===== src/hdl/psc_consts.svh =====
// Constants of the profile sensor command protocol engine
`ifndef PSC_CONSTS_SVH
`define PSC_CONSTS_SVH

// Command numbers, host to device
`define PSC_CMD_CONNECT 16'h434E
`define PSC_CMD_DISCONNECT 16'h4443
`define PSC_CMD_ENTER 16'h3132
`define PSC_CMD_EXIT 16'h3133
// Command numbers, device to host
`define PSC_CMD_ACK 16'h4141
`define PSC_CMD_NAK 16'h414E
`define PSC_CMD_ZDATA 16'h5A5A
`define PSC_CMD_XDATA 16'h5858
`define PSC_CMD_ZXDATA 16'h5A58
// Connect user data word that asks for the combined packet
`define PSC_COMBINED_SEL 16'h0001

// Header layout, word index within the 15-word header
`define PSC_HDR_WORDS 9'd15
`define PSC_HDR_START0 9'd0
`define PSC_HDR_START1 9'd1
`define PSC_HDR_CMD 9'd3
`define PSC_HDR_TRANS 9'd7
`define PSC_HDR_STATUS 9'd8
`define PSC_HDR_ENC_HI 9'd9
`define PSC_HDR_ENC_LO 9'd10
`define PSC_HDR_SCAN 9'd12
`define PSC_HDR_TYPE 9'd13
`define PSC_HDR_COUNT 9'd14
`define PSC_START_WORD 16'hFFFF
`define PSC_TYPE_WORD 16'h0010

// Payload sizes and value limits
`define PSC_SEP_WORDS 9'd376
`define PSC_ZX_WORDS 9'd480
`define PSC_HI_POINTS 9'd240
`define PSC_SEP_DIV 16'd10
`define PSC_Z_MAX_SEP 16'd8100
`define PSC_Z_MAX_ZX 16'd61000
`define PSC_X_LIM_ZX 16'sd7000

// Status word bit positions
`define PSC_ST_CONN 0
`define PSC_ST_MODE_LSB 4
`define PSC_ST_ACTIVE 8
`define PSC_ST_WARN 9
`define PSC_ST_TRIG 10
`define PSC_ST_MEM 11
`define PSC_ST_ERR 13

// Menu timeout
`define PSC_MENU_TIMEOUT_MIN 3
`define PSC_CLK_HZ 40000000
`define PSC_MENU_TIMEOUT_CYC (64'd60 * `PSC_MENU_TIMEOUT_MIN * 64'd`PSC_CLK_HZ)

`endif


===== src/hdl/psc_pkg.sv =====
// Types of the profile sensor command protocol engine
package psc_pkg;
   // Mode codes equal the status word mode nibble
   typedef enum logic [3:0] {
      psc_measure = 4'b0001,
      psc_menu = 4'b0010,
      psc_command = 4'b0100,
      psc_error = 4'b1000
   } psc_mode_t;

   typedef enum logic [2:0] {
      psc_idle = 3'b001,
      psc_hdr = 3'b010,
      psc_data = 3'b100
   } psc_seq_t;

   typedef enum logic [3:0] {
      psc_k_reply = 4'b0001,
      psc_k_z = 4'b0010,
      psc_k_x = 4'b0100,
      psc_k_zx = 4'b1000
   } psc_kind_t;
endpackage


===== src/hdl/psc_buf.sv =====
// Small shift buffer with valid and ready on both sides
`timescale 1ns/100ps
module psc_buf #(
   parameter int WIDTH = 9,
   parameter int DEPTH = 2
) (
   input logic mclk,
   input logic rst_n,
   input logic in_valid,
   input logic [WIDTH-1:0] in_data,
   output logic in_ready,
   output logic out_valid,
   output logic [WIDTH-1:0] out_data,
   input logic out_ready
);
   localparam int CW = $clog2(DEPTH + 1);

   generate
      if (DEPTH < 2 || WIDTH < 1) begin : g_bad
         $error("psc_buf needs DEPTH of at least 2 and WIDTH of at least 1");
      end
   endgenerate

   typedef struct packed {
      logic [DEPTH-1:0][WIDTH-1:0] ent;
      logic [CW-1:0] cnt;
      logic vld;
      logic rdy;
   } psc_buf_state_t;

   psc_buf_state_t s;
   psc_buf_state_t n;

   ////////////////////////////////////////////////////////////////////////
   // Entry 0 is the output; a pop shifts everything down one place
   always_comb begin
      n = s;
      if (s.vld && out_ready) begin
         for (int i = 0; i < DEPTH - 1; i++) begin
            n.ent[i] = s.ent[i+1];
         end
         n.cnt = CW'(s.cnt - 1'b1);
      end
      // Ready is registered, so the slot is free even after a pop
      if (in_valid && s.rdy) begin
         n.ent[n.cnt] = in_data;
         n.cnt = CW'(n.cnt + 1'b1);
      end
      n.vld = (n.cnt != '0);
      n.rdy = (n.cnt < CW'(DEPTH));
   end

   always_ff @(posedge mclk or negedge rst_n) begin
      if (!rst_n) begin
         s <= '{ent: '0, cnt: '0, vld: 1'b0, rdy: 1'b1};
      end else begin
         s <= n;
      end
   end

   assign in_ready = s.rdy;
   assign out_valid = s.vld;
   assign out_data = s.ent[0];
endmodule


===== src/hdl/psc_engine.sv =====
// Protocol engine: mode control, command replies and profile packets
`timescale 1ns/100ps
`include "psc_consts.svh"
module psc_engine #(
   parameter bit HAS_ENCODER = 1'b1,
   parameter bit HI_RES = 1'b1,
   parameter logic [63:0] MENU_TIMEOUT_CYC = `PSC_MENU_TIMEOUT_CYC,
   parameter logic [15:0] NET_TRIGGER_CODE = 16'h0F01,
   parameter logic [15:0] NET_ACTIVATE_CODE = 16'h0F02,
   parameter int BUF_DEPTH = 2
) (
   input logic mclk,
   input logic rst_n,
   input logic cmd_valid,
   input logic [15:0] cmd_code,
   input logic [15:0] cmd_data,
   output logic cmd_ready,
   input logic profile_ready,
   input logic [15:0] pt_z,
   input logic [15:0] pt_x,
   input logic pt_ok,
   output logic [8:0] pt_index,
   input logic button_pin,
   input logic menu_exit,
   input logic encoder_pin,
   input logic cfg_triggered,
   input logic cfg_mem_present,
   input logic warn_in,
   input logic fault_in,
   output logic net_trigger,
   output logic sensor_active,
   output logic connected,
   output psc_pkg::psc_mode_t mode,
   output logic packet_format_flag,
   output logic tx_valid,
   output logic [7:0] tx_byte,
   output logic tx_last,
   input logic tx_ready
);
   import psc_pkg::*;

   localparam int MW = $clog2(MENU_TIMEOUT_CYC + 64'd1);

   generate
      if (MENU_TIMEOUT_CYC < 64'd1 || BUF_DEPTH < 2) begin : g_bad
         $error("psc_engine needs MENU_TIMEOUT_CYC of 1 or more and BUF_DEPTH of 2 or more");
      end
   endgenerate

   typedef struct packed {
      logic [2:0] btn_sync;
      logic btn_lvl;
      logic [2:0] enc_sync;
      logic enc_lvl;
      psc_mode_t mode;
      logic connected;
      logic format;
      logic active;
      logic [MW-1:0] menu_cnt;
      logic [31:0] enc_cnt;
      logic [15:0] scan;
      logic meas_pend;
      logic [15:0] meas_scan;
      logic reply_pend;
      logic [15:0] reply_code;
      logic [15:0] reply_trans;
      psc_seq_t seq;
      psc_kind_t kind;
      logic [15:0] pkt_scan;
      logic [8:0] widx;
      logic hi_byte;
      logic [7:0] hold;
      logic [8:0] pt_index;
      logic cmd_ready;
      logic net_trigger;
   } psc_state_t;

   psc_state_t s;
   psc_state_t n;

   logic press;
   logic take;
   logic ack;
   logic adv;
   logic meas_ok;
   logic last_word;
   logic [15:0] status;
   logic [15:0] hdr_val;
   logic [15:0] data_val;
   logic [15:0] cur_word;
   logic push_valid;
   logic [8:0] push_data;
   logic buf_ready;
   logic [15:0] z_tenths;
   logic signed [15:0] x_signed;
   logic signed [15:0] x_tenths;

   ////////////////////////////////////////////////////////////////////////
   // Payload length of a packet kind
   function automatic logic [8:0] kind_words(input psc_kind_t k);
      unique case (k)
         psc_k_reply: kind_words = 9'd0;
         psc_k_zx: kind_words = `PSC_ZX_WORDS;
         psc_k_z, psc_k_x: kind_words = `PSC_SEP_WORDS;
      endcase
   endfunction

   // Point behind a payload word; combined packets restart at the X half
   function automatic logic [8:0] point_of(input psc_kind_t k, input logic [8:0] idx);
      if (k == psc_k_zx && idx >= `PSC_HI_POINTS) begin
         point_of = 9'(idx - `PSC_HI_POINTS);
      end else begin
         point_of = idx;
      end
   endfunction

   ////////////////////////////////////////////////////////////////////////
   // Status word, taken live so a change shows in the very next header
   always_comb begin
      status = 16'h0000;
      status[`PSC_ST_CONN] = s.connected;
      status[`PSC_ST_MODE_LSB +: 4] = s.mode;
      status[`PSC_ST_ACTIVE] = s.active;
      status[`PSC_ST_WARN] = warn_in;
      status[`PSC_ST_TRIG] = cfg_triggered;
      status[`PSC_ST_MEM] = cfg_mem_present;
      status[`PSC_ST_ERR] = fault_in;
   end

   // Header word at the current index
   always_comb begin
      hdr_val = 16'h0000;
      unique case (s.widx)
         `PSC_HDR_START0, `PSC_HDR_START1: hdr_val = `PSC_START_WORD;
         `PSC_HDR_CMD: begin
            unique case (s.kind)
               psc_k_reply: hdr_val = s.reply_code;
               psc_k_z: hdr_val = `PSC_CMD_ZDATA;
               psc_k_x: hdr_val = `PSC_CMD_XDATA;
               psc_k_zx: hdr_val = `PSC_CMD_ZXDATA;
            endcase
         end
         // Only command mode replies echo the command; all else zero
         `PSC_HDR_TRANS: hdr_val = (s.kind == psc_k_reply) ? s.reply_trans : 16'h0000;
         `PSC_HDR_STATUS: hdr_val = status;
         `PSC_HDR_ENC_HI: hdr_val = HAS_ENCODER ? s.enc_cnt[31:16] : 16'h0000;
         `PSC_HDR_ENC_LO: hdr_val = HAS_ENCODER ? s.enc_cnt[15:0] : 16'h0000;
         `PSC_HDR_SCAN: hdr_val = (s.kind == psc_k_reply) ? s.scan : s.pkt_scan;
         `PSC_HDR_TYPE: hdr_val = `PSC_TYPE_WORD;
         `PSC_HDR_COUNT: hdr_val = {7'h00, kind_words(s.kind)};
         default: hdr_val = 16'h0000;
      endcase
   end

   ////////////////////////////////////////////////////////////////////////
   // Payload word from the point source; source gives hundredths of a mm
   always_comb begin
      z_tenths = pt_z / `PSC_SEP_DIV;
      x_signed = pt_x;
      x_tenths = x_signed / $signed(`PSC_SEP_DIV);
      data_val = 16'h0000;
      unique case (s.kind)
         psc_k_reply: data_val = 16'h0000;
         psc_k_z: begin
            if (!(HI_RES && s.widx >= `PSC_HI_POINTS)) begin
               data_val = (z_tenths > `PSC_Z_MAX_SEP) ? `PSC_Z_MAX_SEP : z_tenths;
            end
         end
         psc_k_x: begin
            if (!(HI_RES && s.widx >= `PSC_HI_POINTS)) begin
               data_val = x_tenths;
            end
         end
         psc_k_zx: begin
            if (s.widx < `PSC_HI_POINTS) begin
               data_val = (pt_z > `PSC_Z_MAX_ZX) ? `PSC_Z_MAX_ZX : pt_z;
            end else if (x_signed > `PSC_X_LIM_ZX) begin
               data_val = `PSC_X_LIM_ZX;
            end else if (x_signed < -`PSC_X_LIM_ZX) begin
               data_val = -`PSC_X_LIM_ZX;
            end else begin
               data_val = x_signed;
            end
         end
      endcase
      // Occluded or masked-out points go out as zero in both axes
      if (s.kind != psc_k_reply && !pt_ok) begin
         data_val = 16'h0000;
      end
   end

   // Byte offered to the buffer: low byte first, high byte from hold
   always_comb begin
      cur_word = (s.seq == psc_data) ? data_val : hdr_val;
      if (s.seq == psc_data) begin
         last_word = (s.widx == 9'(kind_words(s.kind) - 9'd1));
      end else begin
         last_word = (s.widx == 9'(`PSC_HDR_WORDS - 9'd1)) && (kind_words(s.kind) == 9'd0);
      end
      push_valid = (s.seq != psc_idle);
      push_data = {last_word & s.hi_byte, s.hi_byte ? s.hold : cur_word[7:0]};
   end

   ////////////////////////////////////////////////////////////////////////
   // Next state of the whole engine
   always_comb begin
      n = s;
      n.net_trigger = 1'b0;
      ack = 1'b0;
      adv = push_valid & buf_ready;
      take = cmd_valid & s.cmd_ready;

      // Pins: three flops, a level counts once stages two and three agree
      n.btn_sync = {s.btn_sync[1:0], button_pin};
      if (s.btn_sync[1] == s.btn_sync[2]) begin
         n.btn_lvl = s.btn_sync[1];
      end
      press = n.btn_lvl & ~s.btn_lvl;
      n.enc_sync = {s.enc_sync[1:0], encoder_pin};
      if (s.enc_sync[1] == s.enc_sync[2]) begin
         n.enc_lvl = s.enc_sync[1];
      end
      if (n.enc_lvl && !s.enc_lvl) begin
         n.enc_cnt = s.enc_cnt + 32'h00000001;
      end

      // Command decode, only taken while the sequencer is idle
      if (take) begin
         if (s.mode != psc_menu) begin
            unique case (cmd_code)
               `PSC_CMD_CONNECT: begin
                  if (!s.connected) begin
                     ack = 1'b1;
                     n.connected = 1'b1;
                     n.format = HI_RES && (cmd_data == `PSC_COMBINED_SEL);
                  end
               end
               `PSC_CMD_DISCONNECT: begin
                  if (s.connected) begin
                     ack = 1'b1;
                     n.connected = 1'b0;
                  end
               end
               `PSC_CMD_ENTER: begin
                  if (s.mode != psc_command) begin
                     ack = 1'b1;
                     n.mode = psc_command;
                  end
               end
               `PSC_CMD_EXIT: begin
                  if (s.mode == psc_command) begin
                     ack = 1'b1;
                     n.mode = psc_measure;
                  end
               end
               NET_TRIGGER_CODE: begin
                  if (s.mode != psc_command) begin
                     ack = 1'b1;
                     n.net_trigger = 1'b1;
                  end
               end
               NET_ACTIVATE_CODE: begin
                  if (s.mode != psc_command) begin
                     ack = 1'b1;
                     n.active = cmd_data[0];
                  end
               end
               default: ack = 1'b0;
            endcase
         end
         n.reply_pend = 1'b1;
         n.reply_code = ack ? `PSC_CMD_ACK : `PSC_CMD_NAK;
         n.reply_trans = (n.mode == psc_command) ? cmd_code : 16'h0000;
      end

      // Menu entry wins over everything; fault moves measure mode to error mode and back
      if (press) begin
         n.mode = psc_menu;
         n.menu_cnt = '0;
      end else if (s.mode == psc_menu) begin
         if (menu_exit || s.menu_cnt == MW'(MENU_TIMEOUT_CYC - 64'd1)) begin
            n.mode = psc_measure;
            n.menu_cnt = '0;
         end else begin
            n.menu_cnt = MW'(s.menu_cnt + 1'b1);
         end
      end else if (n.mode == psc_measure && fault_in) begin
         n.mode = psc_error;
      end else if (n.mode == psc_error && !fault_in) begin
         n.mode = psc_measure;
      end

      meas_ok = n.connected && n.active && (n.mode == psc_measure || n.mode == psc_error);
      if (!meas_ok) begin
         n.meas_pend = 1'b0;
      end

      // Packet sequencer; replies go before measurement data
      unique case (s.seq)
         psc_idle: begin
            n.widx = 9'd0;
            n.hi_byte = 1'b0;
            if (s.reply_pend) begin
               n.reply_pend = 1'b0;
               n.kind = psc_k_reply;
               n.seq = psc_hdr;
            end else if (s.meas_pend && meas_ok) begin
               n.meas_pend = 1'b0;
               n.pkt_scan = s.meas_scan;
               n.kind = s.format ? psc_k_zx : psc_k_z;
               n.seq = psc_hdr;
            end
         end
         psc_hdr, psc_data: begin
            if (adv && !s.hi_byte) begin
               n.hold = cur_word[15:8];
               n.hi_byte = 1'b1;
            end else if (adv) begin
               n.hi_byte = 1'b0;
               if (!last_word && s.seq == psc_hdr && s.widx == 9'(`PSC_HDR_WORDS - 9'd1)) begin
                  n.seq = psc_data;
                  n.widx = 9'd0;
                  n.pt_index = point_of(s.kind, 9'd0);
               end else if (!last_word) begin
                  n.widx = 9'(s.widx + 9'd1);
                  if (s.seq == psc_data) begin
                     n.pt_index = point_of(s.kind, 9'(s.widx + 9'd1));
                  end
               end else if (s.kind == psc_k_z) begin
                  // X packet follows at once, same latched scan number
                  n.kind = psc_k_x;
                  n.seq = psc_hdr;
                  n.widx = 9'd0;
               end else begin
                  n.seq = psc_idle;
               end
            end
         end
      endcase

      // Every profile counts; set wins over the sequencer's clear
      if (profile_ready) begin
         n.scan = s.scan + 16'h0001;
         if (meas_ok) begin
            n.meas_pend = 1'b1;
            n.meas_scan = s.scan;
         end
      end

      n.cmd_ready = (n.seq == psc_idle) && !n.reply_pend;
   end

   // Power-up in measure mode, disconnected, separate packets
   always_ff @(posedge mclk or negedge rst_n) begin
      if (!rst_n) begin
         s <= '{mode: psc_measure, seq: psc_idle, kind: psc_k_reply,
                active: 1'b1, default: '0};
      end else begin
         s <= n;
      end
   end

   ////////////////////////////////////////////////////////////////////////
   // Output buffer, absorbs a stall of the link without losing a byte
   psc_buf #(
      .WIDTH(9),
      .DEPTH(BUF_DEPTH)
   ) u_buf (
      .mclk(mclk),
      .rst_n(rst_n),
      .in_valid(push_valid),
      .in_data(push_data),
      .in_ready(buf_ready),
      .out_valid(tx_valid),
      .out_data({tx_last, tx_byte}),
      .out_ready(tx_ready)
   );

   assign cmd_ready = s.cmd_ready;
   assign pt_index = s.pt_index;
   assign net_trigger = s.net_trigger;
   assign sensor_active = s.active;
   assign connected = s.connected;
   assign mode = s.mode;
   assign packet_format_flag = s.format;
endmodule


===== config.mk =====
export PLATFORM = sky130hd
export DESIGN_NAME = psc_engine
export DESIGN_NICKNAME = d
export VERILOG_FILES = /design/src/hdl/psc_pkg.sv /design/src/hdl/psc_buf.sv /design/src/hdl/psc_engine.sv
export VERILOG_INCLUDE_DIRS = /design/src /design/src/hdl
export SDC_FILE = /design/constraint.sdc
export NUM_CORES = 1
export LEC_CHECK = 0
export ABC_AREA = 1
export ABC_CLOCK_PERIOD_IN_PS = 5500
export BUFFER_PORTS_ARGS = -buffer_cell sky130_fd_sc_hd__buf_2
export CORE_MARGIN = 2
export CORE_UTILIZATION = 45
export CTS_CLUSTER_DIAMETER = 60
export DETAILED_ROUTE_END_ITERATION = 16
export SLEW_MARGIN = 20
export SYNTH_ARGS = -nofsm -noshare
export SYNTH_HDL_FRONTEND = slang
export SYNTH_HIERARCHICAL = 1
export SYNTH_SLANG_ARGS = --single-unit

===== constraint.sdc =====
create_clock -name mclk -period 5.5 [get_ports mclk]
set_input_delay 0.55 -clock mclk [delete_from_list [all_inputs] [get_ports mclk]]
set_output_delay 0.55 -clock mclk [all_outputs]
set_load 0.005 [all_outputs]

==> reports/qor.txt, run 1 <==
die area - 33400 um2
number of antenna violations at the first check in global routing - 1
average wire length per cell after detail routing - 15.8 um
Port-buffer cells - 104
effective utilization at floorplan - 45.6%
share of final-layout standard cells stronger than drive strength 1 - 24.7%
dpl cell area - 16300 um2
number of buffers added by the clock tree synthesis step - 24
final hold violation count - 0
clock tree from TritonCTS - built
share of the clock period used by the worst path - 117%
unrepaired setup endpoints after global routing - true
cell with the largest stage delay on the worst path - sky130_fd_sc_hd__o211ai_1
post-synthesis sequential area ratio - 36.1%
highest attainable clock frequency - 155 MHz
proportion of register bits with asynchronous set or reset after synthesis - 100%
H-tree Lvls - 1
total I/O pin count - 105
total number of nets in the final design - 2319
actual slew at the worst max-slew pin - 0.992 ns
largest buffer count on any clock path - 3
remaining antenna violation count - 0
area inside the core boundary - 31500 um2
Critical Path RT - 5.95 ns
Peak supply drop - 0.373 mV
max-cap check violation count - 0
Top cell by count, worst path - sky130_fd_sc_hd__nand2_4
number of enable flip-flop cells after synthesis - 0
Finish-stage setup viols - 24
number of distinct library cell variants in the gate-level netlist after synthesis - 71
number of search-and-repair iterations in the first detailed-routing pass - 5
Placement Rows - 65
routed vias/inst - 5.27
leakage power of the design - 8.87 nW
residual DRC count - 0
path type of the worst min-delay path - in -> async
Final WS setup - -0.936 ns
routability congestion estimate from global placement - 0.923
flip-flop cell with the highest count after synthesis - sky130_fd_sc_hd__dfrtp_1
Synth Register Bits - 207
largest stage delay on the critical path - 0.30 ns
critical path endpoint category - flop
number of nets produced by synthesis - 2079
Clock Sinks - 207
root buf cell - sky130_fd_sc_hd__clkbuf_16
outcome - complete, but fails checks
clk slew on worst S/H paths - 0.05 ns
Skew-Pair Late Insertion Delay - 0.54 ns
largest net degree at the start of global routing - 121
number of cells produced by synthesis - 1990
area growth from synthesis to layout - 23.8%
commonest non-fill, non-tap cell in the layout - sky130_fd_sc_hd__nand2_1
share of the synthesized area in the top cell type - 35.2%
minimum setup slack after placement - -1.45 ns
antenna cells - 0
final hold slack - 0.0648 ns
violated checks - setup timing
design area - 17800 um2
worst relative slew slack - 33.6%
x dimension of the die - 183 um
Die Ht - 183 um
number of instances in the placed design - 2580
critical path data arrival time - 6.88 ns
final global-route overflow total - 0
largest area contributor in the synthesized netlist - sky130_fd_sc_hd__dfrtp_1
final clock skew - 0.0323 ns
initial detailed-routing violation count - 889
post-synthesis area per instance - 7.22 um2
number of cells in the finished layout apart from fillers - 2650
total via count in the routed design - 14000
Yosys warning total - 6
largest driver fanout on the critical path - 6
global-route wire length before repair - 67.3 mm
max-slew violation total from the final report - 0
vias in the first global route - 13300
top post-synthesis cells by area - sky130_fd_sc_hd__dfrtp_1, sky130_fd_sc_hd__nand2_1, sky130_fd_sc_hd__inv_1, sky130_fd_sc_hd__nand3_1, sky130_fd_sc_hd__xor2_1
top library cells by usage in the layout, fill and taps aside - sky130_fd_sc_hd__nand2_1, sky130_fd_sc_hd__inv_1, sky130_fd_sc_hd__dfrtp_1
Mapped Area - 14400 um2
category of the most critical setup path - in -> reg
detailed-placement wirelength estimate - 32.0 mm
kind of start point of the critical path - input port
pwr/cell area - 554 nW/um2
Overall Global Routing Usage - 24.7%
minimum period implied by the final worst setup slack - 6.44 ns
DRT Wirelength - 41.8 mm
==> critical path: cells and delay by family <==
kind | cells | cell delay (ns)
AND/OR/NAND/NOR | 47 | 4.07
AO/OA/AOI/OAI | 4 | 0.85
buffers and inverters | 9 | 0.69
multiplexers | 1 | 0.30
adder cells (fa/ha/maj) | 2 | 0.27
XOR/XNOR | 1 | 0.14
==> synthesized netlist by cell type (all sizes together) (7+ instances only) <==
master     n
nand2    512
inv      313
dfrtp    202
nand3    163
nor2     160
o21ai    141
a21oi     83
xor2      69
nor3      63
nand4     40
buf       34
o22ai     24
nor4      21
clkbuf    19
mux2      15
ha        12
a211oi    10
a31oi      9
a221oi     8
o2111ai    8
o221ai     8
clkinv     7
==> path summary, 6_finish.rpt <==
kind,from,end,slack [ns],depth (start not counted)
worst max-delay path,pt_x[0],u_buf/out_data[6],-0.94,64
worst min-delay path,rst_n,u_buf/out_valid,0.06,1
worst max register to register,mode[1],s[39],1.31,19
worst min register to register,n[192],n[193],0.36,0
max in group asynchronous,rst_n,s[66],4.30,2
min in group mclk,button_pin,n[196],0.13,1
==> per-stage QoR <==
| step | TNS [ns] | utilization (%) | total power [W] |
|---|---|---|---|
| floorplan | -7.45 | - | 0.00562 |
| global placement | -22.35 | 51.8 | 0.00733 |
| detailed placement | -27.44 | 51.8 | 0.00746 |
| CTS | -12.23 | 55.1 | 0.00936 |
| global route | -26.68 | 56.5 | 0.0106 |
| finish | -16.55 | 56.5 | 0.00985 |
==> sequential cells by signal (all words and copies together), names as in the netlist, 4 cells and up <==
signal	cells
mode	4
n	4
pt_index	9
s	163
u_buf/out_data	9
u_buf/s	11
==> logic make-up (layout without fill, tap and decap cells) <==
| group | count (synthesis) | in the layout | synth area share [%] |
|---|---|---|---|
| AO/OA/AOI/OAI | 328 | 328 | 13.7 |
| XOR/XNOR | 75 | 75 | 4.68 |
| adder cells (fa/ha/maj) | 14 | 14 | 1.18 |
| buffers and inverters | 375 | 633 | 10.9 |
| flip-flops | 207 | 207 | 36.1 |
| multiplexers | 19 | 19 | 1.48 |
| AND/OR/NAND/NOR | 972 | 972 | 31.9 |
==> report_power, final <==
group | switching [W] | internal, W | leakage, nW
Clock | 0.000631 | 0.000898 | 0.370
Sequential | 0.000169 | 0.00173 | 2.69
Combinational | 0.00378 | 0.00264 | 5.81
==> per-layer routing <==
layer / GRT usage, % / wire (um) / vias to the layer above / part of all wire, %
li1: - / - / 7028 / -
met1: 34.2 / 19300 / 6562 / 46
met2: 42.0 / 19800 / 336 / 47
met3: 2.77 / 1990 / 47 / 4.8
met4: 5.19 / 682 / 2 / 1.6
met5: 0 / 13 / - / 0.031
==> final cells by class <==
| cell class | instances | area, um2 |
|---|---|---|
| multi-input combinational | 1408 | 8270 |
| inverter | 320 | 1230 |
| clock inverter | 7 | 71.3 |
| tap | 402 | 503 |
| clock buffer | 37 | 679 |
| fill | 3047 | 13700 |
| sequential | 207 | 5190 |
| timing repair buffer | 269 | 1830 |
==> repair_timing <==
item / 4_1_cts / 5_1_grt
hold buffers: 0 / 0
resized for setup: 44 / 77
pin swaps: 37 / 39
setup endpoints to repair: 24 / 24
buffers inserted: 14 / 12
cloned: 0 / 0
(Power assumes the default switching activity.)
==> run 2: changes to the inputs <==
--- a/config.mk
+++ b/config.mk
@@ -6,13 +6,13 @@
 export SDC_FILE = /design/constraint.sdc
 export NUM_CORES = 1
 export LEC_CHECK = 0
-export ABC_AREA = 1
 export ABC_CLOCK_PERIOD_IN_PS = 5500
 export BUFFER_PORTS_ARGS = -buffer_cell sky130_fd_sc_hd__buf_2
 export CORE_MARGIN = 2
 export CORE_UTILIZATION = 45
 export CTS_CLUSTER_DIAMETER = 60
 export DETAILED_ROUTE_END_ITERATION = 16
+export PLACE_DENSITY_LB_ADDON = 0.08
 export SLEW_MARGIN = 20
 export SYNTH_ARGS = -nofsm -noshare
 export SYNTH_HDL_FRONTEND = slang
==> run 2 against run 1 <==
Compared with the run above:
- the flow still finishes with violations (setup timing)
- synthesized cell count shrank 9.7%
- clock power rose by 5%
- via count is 9.9% higher
- critical path depth down 32
- highest routed layer unchanged
- maximum frequency up 0.32%
- wire length is 17% higher
- worst setup slack improved by 0.021 ns
- largest power group unchanged
- clock-buffer cell count fell by 10
- utilization grew 3.8 points
==> reports/qor.txt, run 2 <==
unrepaired setup endpoints after global routing - true
top post-synthesis cells by area - sky130_fd_sc_hd__dfrtp_1, sky130_fd_sc_hd__mux2_2, sky130_fd_sc_hd__xnor2_1, sky130_fd_sc_hd__nand2_1, sky130_fd_sc_hd__nor2_1
routed vias/inst - 5.95 (+13%)
final clock skew - 0.0326 ns (+0.000314 ns)
number of search-and-repair iterations in the first detailed-routing pass - 5 (unchanged)
area growth from synthesis to layout - 31.7%
number of cells in the finished layout apart from fillers - 2581 (-2.6%)
effective utilization at floorplan - 45.8% (+0.14 points)
kind of start point of the critical path - input port
clk slew on worst S/H paths - 0.06 ns (about the same)
Mapped Area - 15400 um2 (+7.1%)
x dimension of the die - 189 um (+3.4%)
share of the synthesized area in the top cell type - 32.9% (-2.3 points)
dpl cell area - 18300 um2 (+12%)
category of the most critical setup path - in -> reg
residual DRC count - 0 (unchanged)
final global-route overflow total - 0 (unchanged)
critical path endpoint category - flop
total number of nets in the final design - 2206 (-4.9%)
die area - 35700 um2 (+7.0%)
largest buffer count on any clock path - 3 (unchanged)
remaining antenna violation count - 0 (unchanged)
leakage power of the design - 8.79 nW (-0.93%)
critical path data arrival time - 6.82 ns (-0.06 ns)
violated checks - setup timing
Synth Register Bits - 207 (unchanged)
post-synthesis sequential area ratio - 33.7% (-2.4 points)
flip-flop cell with the highest count after synthesis - sky130_fd_sc_hd__dfrtp_1
vias in the first global route - 14900 (+12%)
Register-to-Register Path Depth - 18 (-1)
Peak supply drop - 0.316 mV (-15%)
Sequential cell area - 5190 um2 (unchanged)
final hold violation count - 0 (unchanged)
largest driver fanout on the critical path - 8 (+2)
number of antenna violations at the first check in global routing - 1 (unchanged)
total via count in the routed design - 15400 (+9.9%)
largest net degree at the start of global routing - 144 (+19%)
cell with the largest stage delay on the worst path - sky130_fd_sc_hd__or4b_4
Final WS setup - -0.915 ns (+0.0205 ns)
DRT Wirelength - 48.9 mm (+17%)
Overall Global Routing Usage - 26.9% (+2.1 points)
root buf cell - sky130_fd_sc_hd__clkbuf_16
largest area contributor in the synthesized netlist - sky130_fd_sc_hd__dfrtp_1
max-slew violation total from the final report - 0 (unchanged)
max-cap check violation count - 0 (unchanged)
startpoint of the lowest-slack register-to-register path - mode[0]
path type of the worst min-delay path - in -> async
minimum period implied by the final worst setup slack - 6.42 ns (-0.0205 ns)
design area - 20300 um2 (+14%)
average wire length per cell after detail routing - 19.0 um (+20%)
share of the clock period used by the worst path - 117% (-0.37 points)
outcome - complete, but fails checks
dominant cell by count in the synthesized netlist - sky130_fd_sc_hd__dfrtp_1
antenna cells - 0 (unchanged)
most frequent cells after synthesis - sky130_fd_sc_hd__dfrtp_1, sky130_fd_sc_hd__nand2_1, sky130_fd_sc_hd__nor2_1
Setup Total Neg Slack - -9.19 ns (+7.36 ns)
Die Ht - 189 um (+3.4%)
largest stage delay on the critical path - 0.51 ns (+0.21 ns)
Yosys warning total - 6 (unchanged)
total I/O pin count - 105 (unchanged)
routability congestion estimate from global placement - 0.924 (about the same)
cts hold-fix bufs - 0 (unchanged)
register name with the most flops - s
largest registers - s: 163 flops, u_buf/s: 11 flops
initial detailed-routing violation count - 1104 (+24%)
Largest register FFs - 163 (unchanged)
R2R Setup Slk - 1.49 ns (+0.18 ns)
Clock Sinks - 207 (unchanged)
top library cells by usage in the layout, fill and taps aside - sky130_fd_sc_hd__buf_4, sky130_fd_sc_hd__dfrtp_1, sky130_fd_sc_hd__nand2_1
Critical Path RT - 5.90 ns (-0.05 ns)
number of distinct library cell variants in the gate-level netlist after synthesis - 111 (+56%)
proportion of register bits with asynchronous set or reset after synthesis - 100% (unchanged)
Finish-stage setup viols - 18 (-25%)
global-route wire length before repair - 79.1 mm (+17%)
actual slew at the worst max-slew pin - 1.08 ns (+0.0902 ns)
Port-buffer cells - 104 (unchanged)
worst relative slew slack - 27.3% (-6.3 points)
r2r endpoint - cmd_ready
clock tree from TritonCTS - built
post-synthesis area per instance - 8.57 um2 (+19%)
number of cells produced by synthesis - 1796 (-9.7%)
commonest non-fill, non-tap cell in the layout - sky130_fd_sc_hd__buf_4
total of fill cells in the finished design - 2956 (-3.0%)
Skew-Pair Late Insertion Delay - 0.52 ns (-0.02 ns)
area inside the core boundary - 33600 um2 (+6.8%)
number of enable flip-flop cells after synthesis - 0 (unchanged)
share of final-layout standard cells stronger than drive strength 1 - 33.0% (+8.3 points)
pwr/cell area - 357 nW/um2 (-36%)
number of buffers added by the clock tree synthesis step - 22 (-8.3%)
highest attainable clock frequency - 156 MHz (+0.32%)
Finished Core Util - 60.3% (+3.8 points)
Placement Rows - 67 (+3.1%)
H-tree Lvls - 1 (unchanged)
Top cell by count, worst path - sky130_fd_sc_hd__buf_4
detailed-placement wirelength estimate - 36.6 mm (+14%)
number of nets produced by synthesis - 1885 (-9.3%)
number of instances in the placed design - 2497 (-3.2%)
multi-input gate area in the final layout - 10500 um2 (+27%)
run 2: cell types whose count changed after synthesis, moves of 25 or more:
cell	before	now
sky130_fd_sc_hd__inv_2	25	0
sky130_fd_sc_hd__nand2_1	438	169
sky130_fd_sc_hd__inv_1	288	33
sky130_fd_sc_hd__nand2_2	53	2
sky130_fd_sc_hd__nand3_1	146	93
sky130_fd_sc_hd__xnor2_1	6	75
sky130_fd_sc_hd__clkbuf_1	19	66
sky130_fd_sc_hd__mux2_2	15	68
sky130_fd_sc_hd__a22o_1	1	28
run 2: per-stage QoR:
step                hold slack (ns)  total power (W)  worst slack [ns]
floorplan                     0.254          0.00387            -0.982
global placement              0.342          0.00505             -1.55
detailed placement            0.343          0.00508             -1.79
global route                 0.0494          0.00764             -1.10
CTS                          0.0303          0.00698            -0.793
finish                       0.0146          0.00724            -0.915
run 2: metal layers:
layer / vias up / wire (um) / GRT usage [%]
li1: 7328 / - / -
met1: 7484 / 22100 / 37.5
met2: 465 / 23100 / 45.0
met3: 79 / 2400 / 2.50
met4: 2 / 1270 / 6.79
met5: - / 15 / 0
run 2: area by class of cell:
class	instances	area share, %
Tap cell	448	2.77
Multi-Input combinational cell	1430	51.7
Clock buffer	27	2.96
Inverter	35	0.673
Clock inverter	13	0.951
Sequential cell	207	25.6
Timing Repair Buffer	421	15.4
run 2: cells by family after synthesis:
group	Yosys count	synth area share (%)
buffers and inverters	159	4.79
AOI/OAI and AO/OA	496	23.2
adders and majority gates	16	1.24
DFF	207	33.7
xor gates and xnor gates	121	7.10
muxes	94	6.75
and+or+nand+nor	703	23.2
run 2: worst max path at each step:
| stage | start | endpoint | slack (ns) | cells past startpoint |
|---|---|---|---|---|
| 2_1_floorplan | pt_x[3] | u_buf/out_data[4] | -0.98 | 26 |
| 3_3_place_gp | pt_x[1] | u_buf/out_data[4] | -1.55 | 27 |
| 3_5_place_dp | pt_x[1] | u_buf/s[17] | -1.79 | 27 |
| 4_1_cts | pt_x[1] | u_buf/s[17] | -0.79 | 28 |
| 5_1_grt | pt_x[0] | u_buf/s[17] | -1.10 | 33 |
| 6_report | pt_x[0] | u_buf/s[17] | -0.92 | 32 |
run 2: timing repair:
item | CTS | global route
setup endpoints to repair | 23 | 24
buffers inserted | 31 | 24
gates resized for setup | 96 | 86
pin swaps | 60 | 64
run 2: report_power, final:
part / internal (W) / total (W) / switching (W)
Combinational: 0.00169 / 0.00366 / 0.00197
Clock: 0.000973 / 0.00160 / 0.000626
Sequential: 0.00173 / 0.00198 / 0.000255
Total: 0.00439 / 0.00724 / 0.00285
run 2: critical path: cells and delay by family:
family	cells	cell delay [ns]
AO/OA/AOI/OAI	13	2.39
AND/OR/NAND/NOR	6	1.62
buffers and inverters	8	1.11
multiplexers	3	0.85
adder cells (fa/ha/maj)	2	0.30
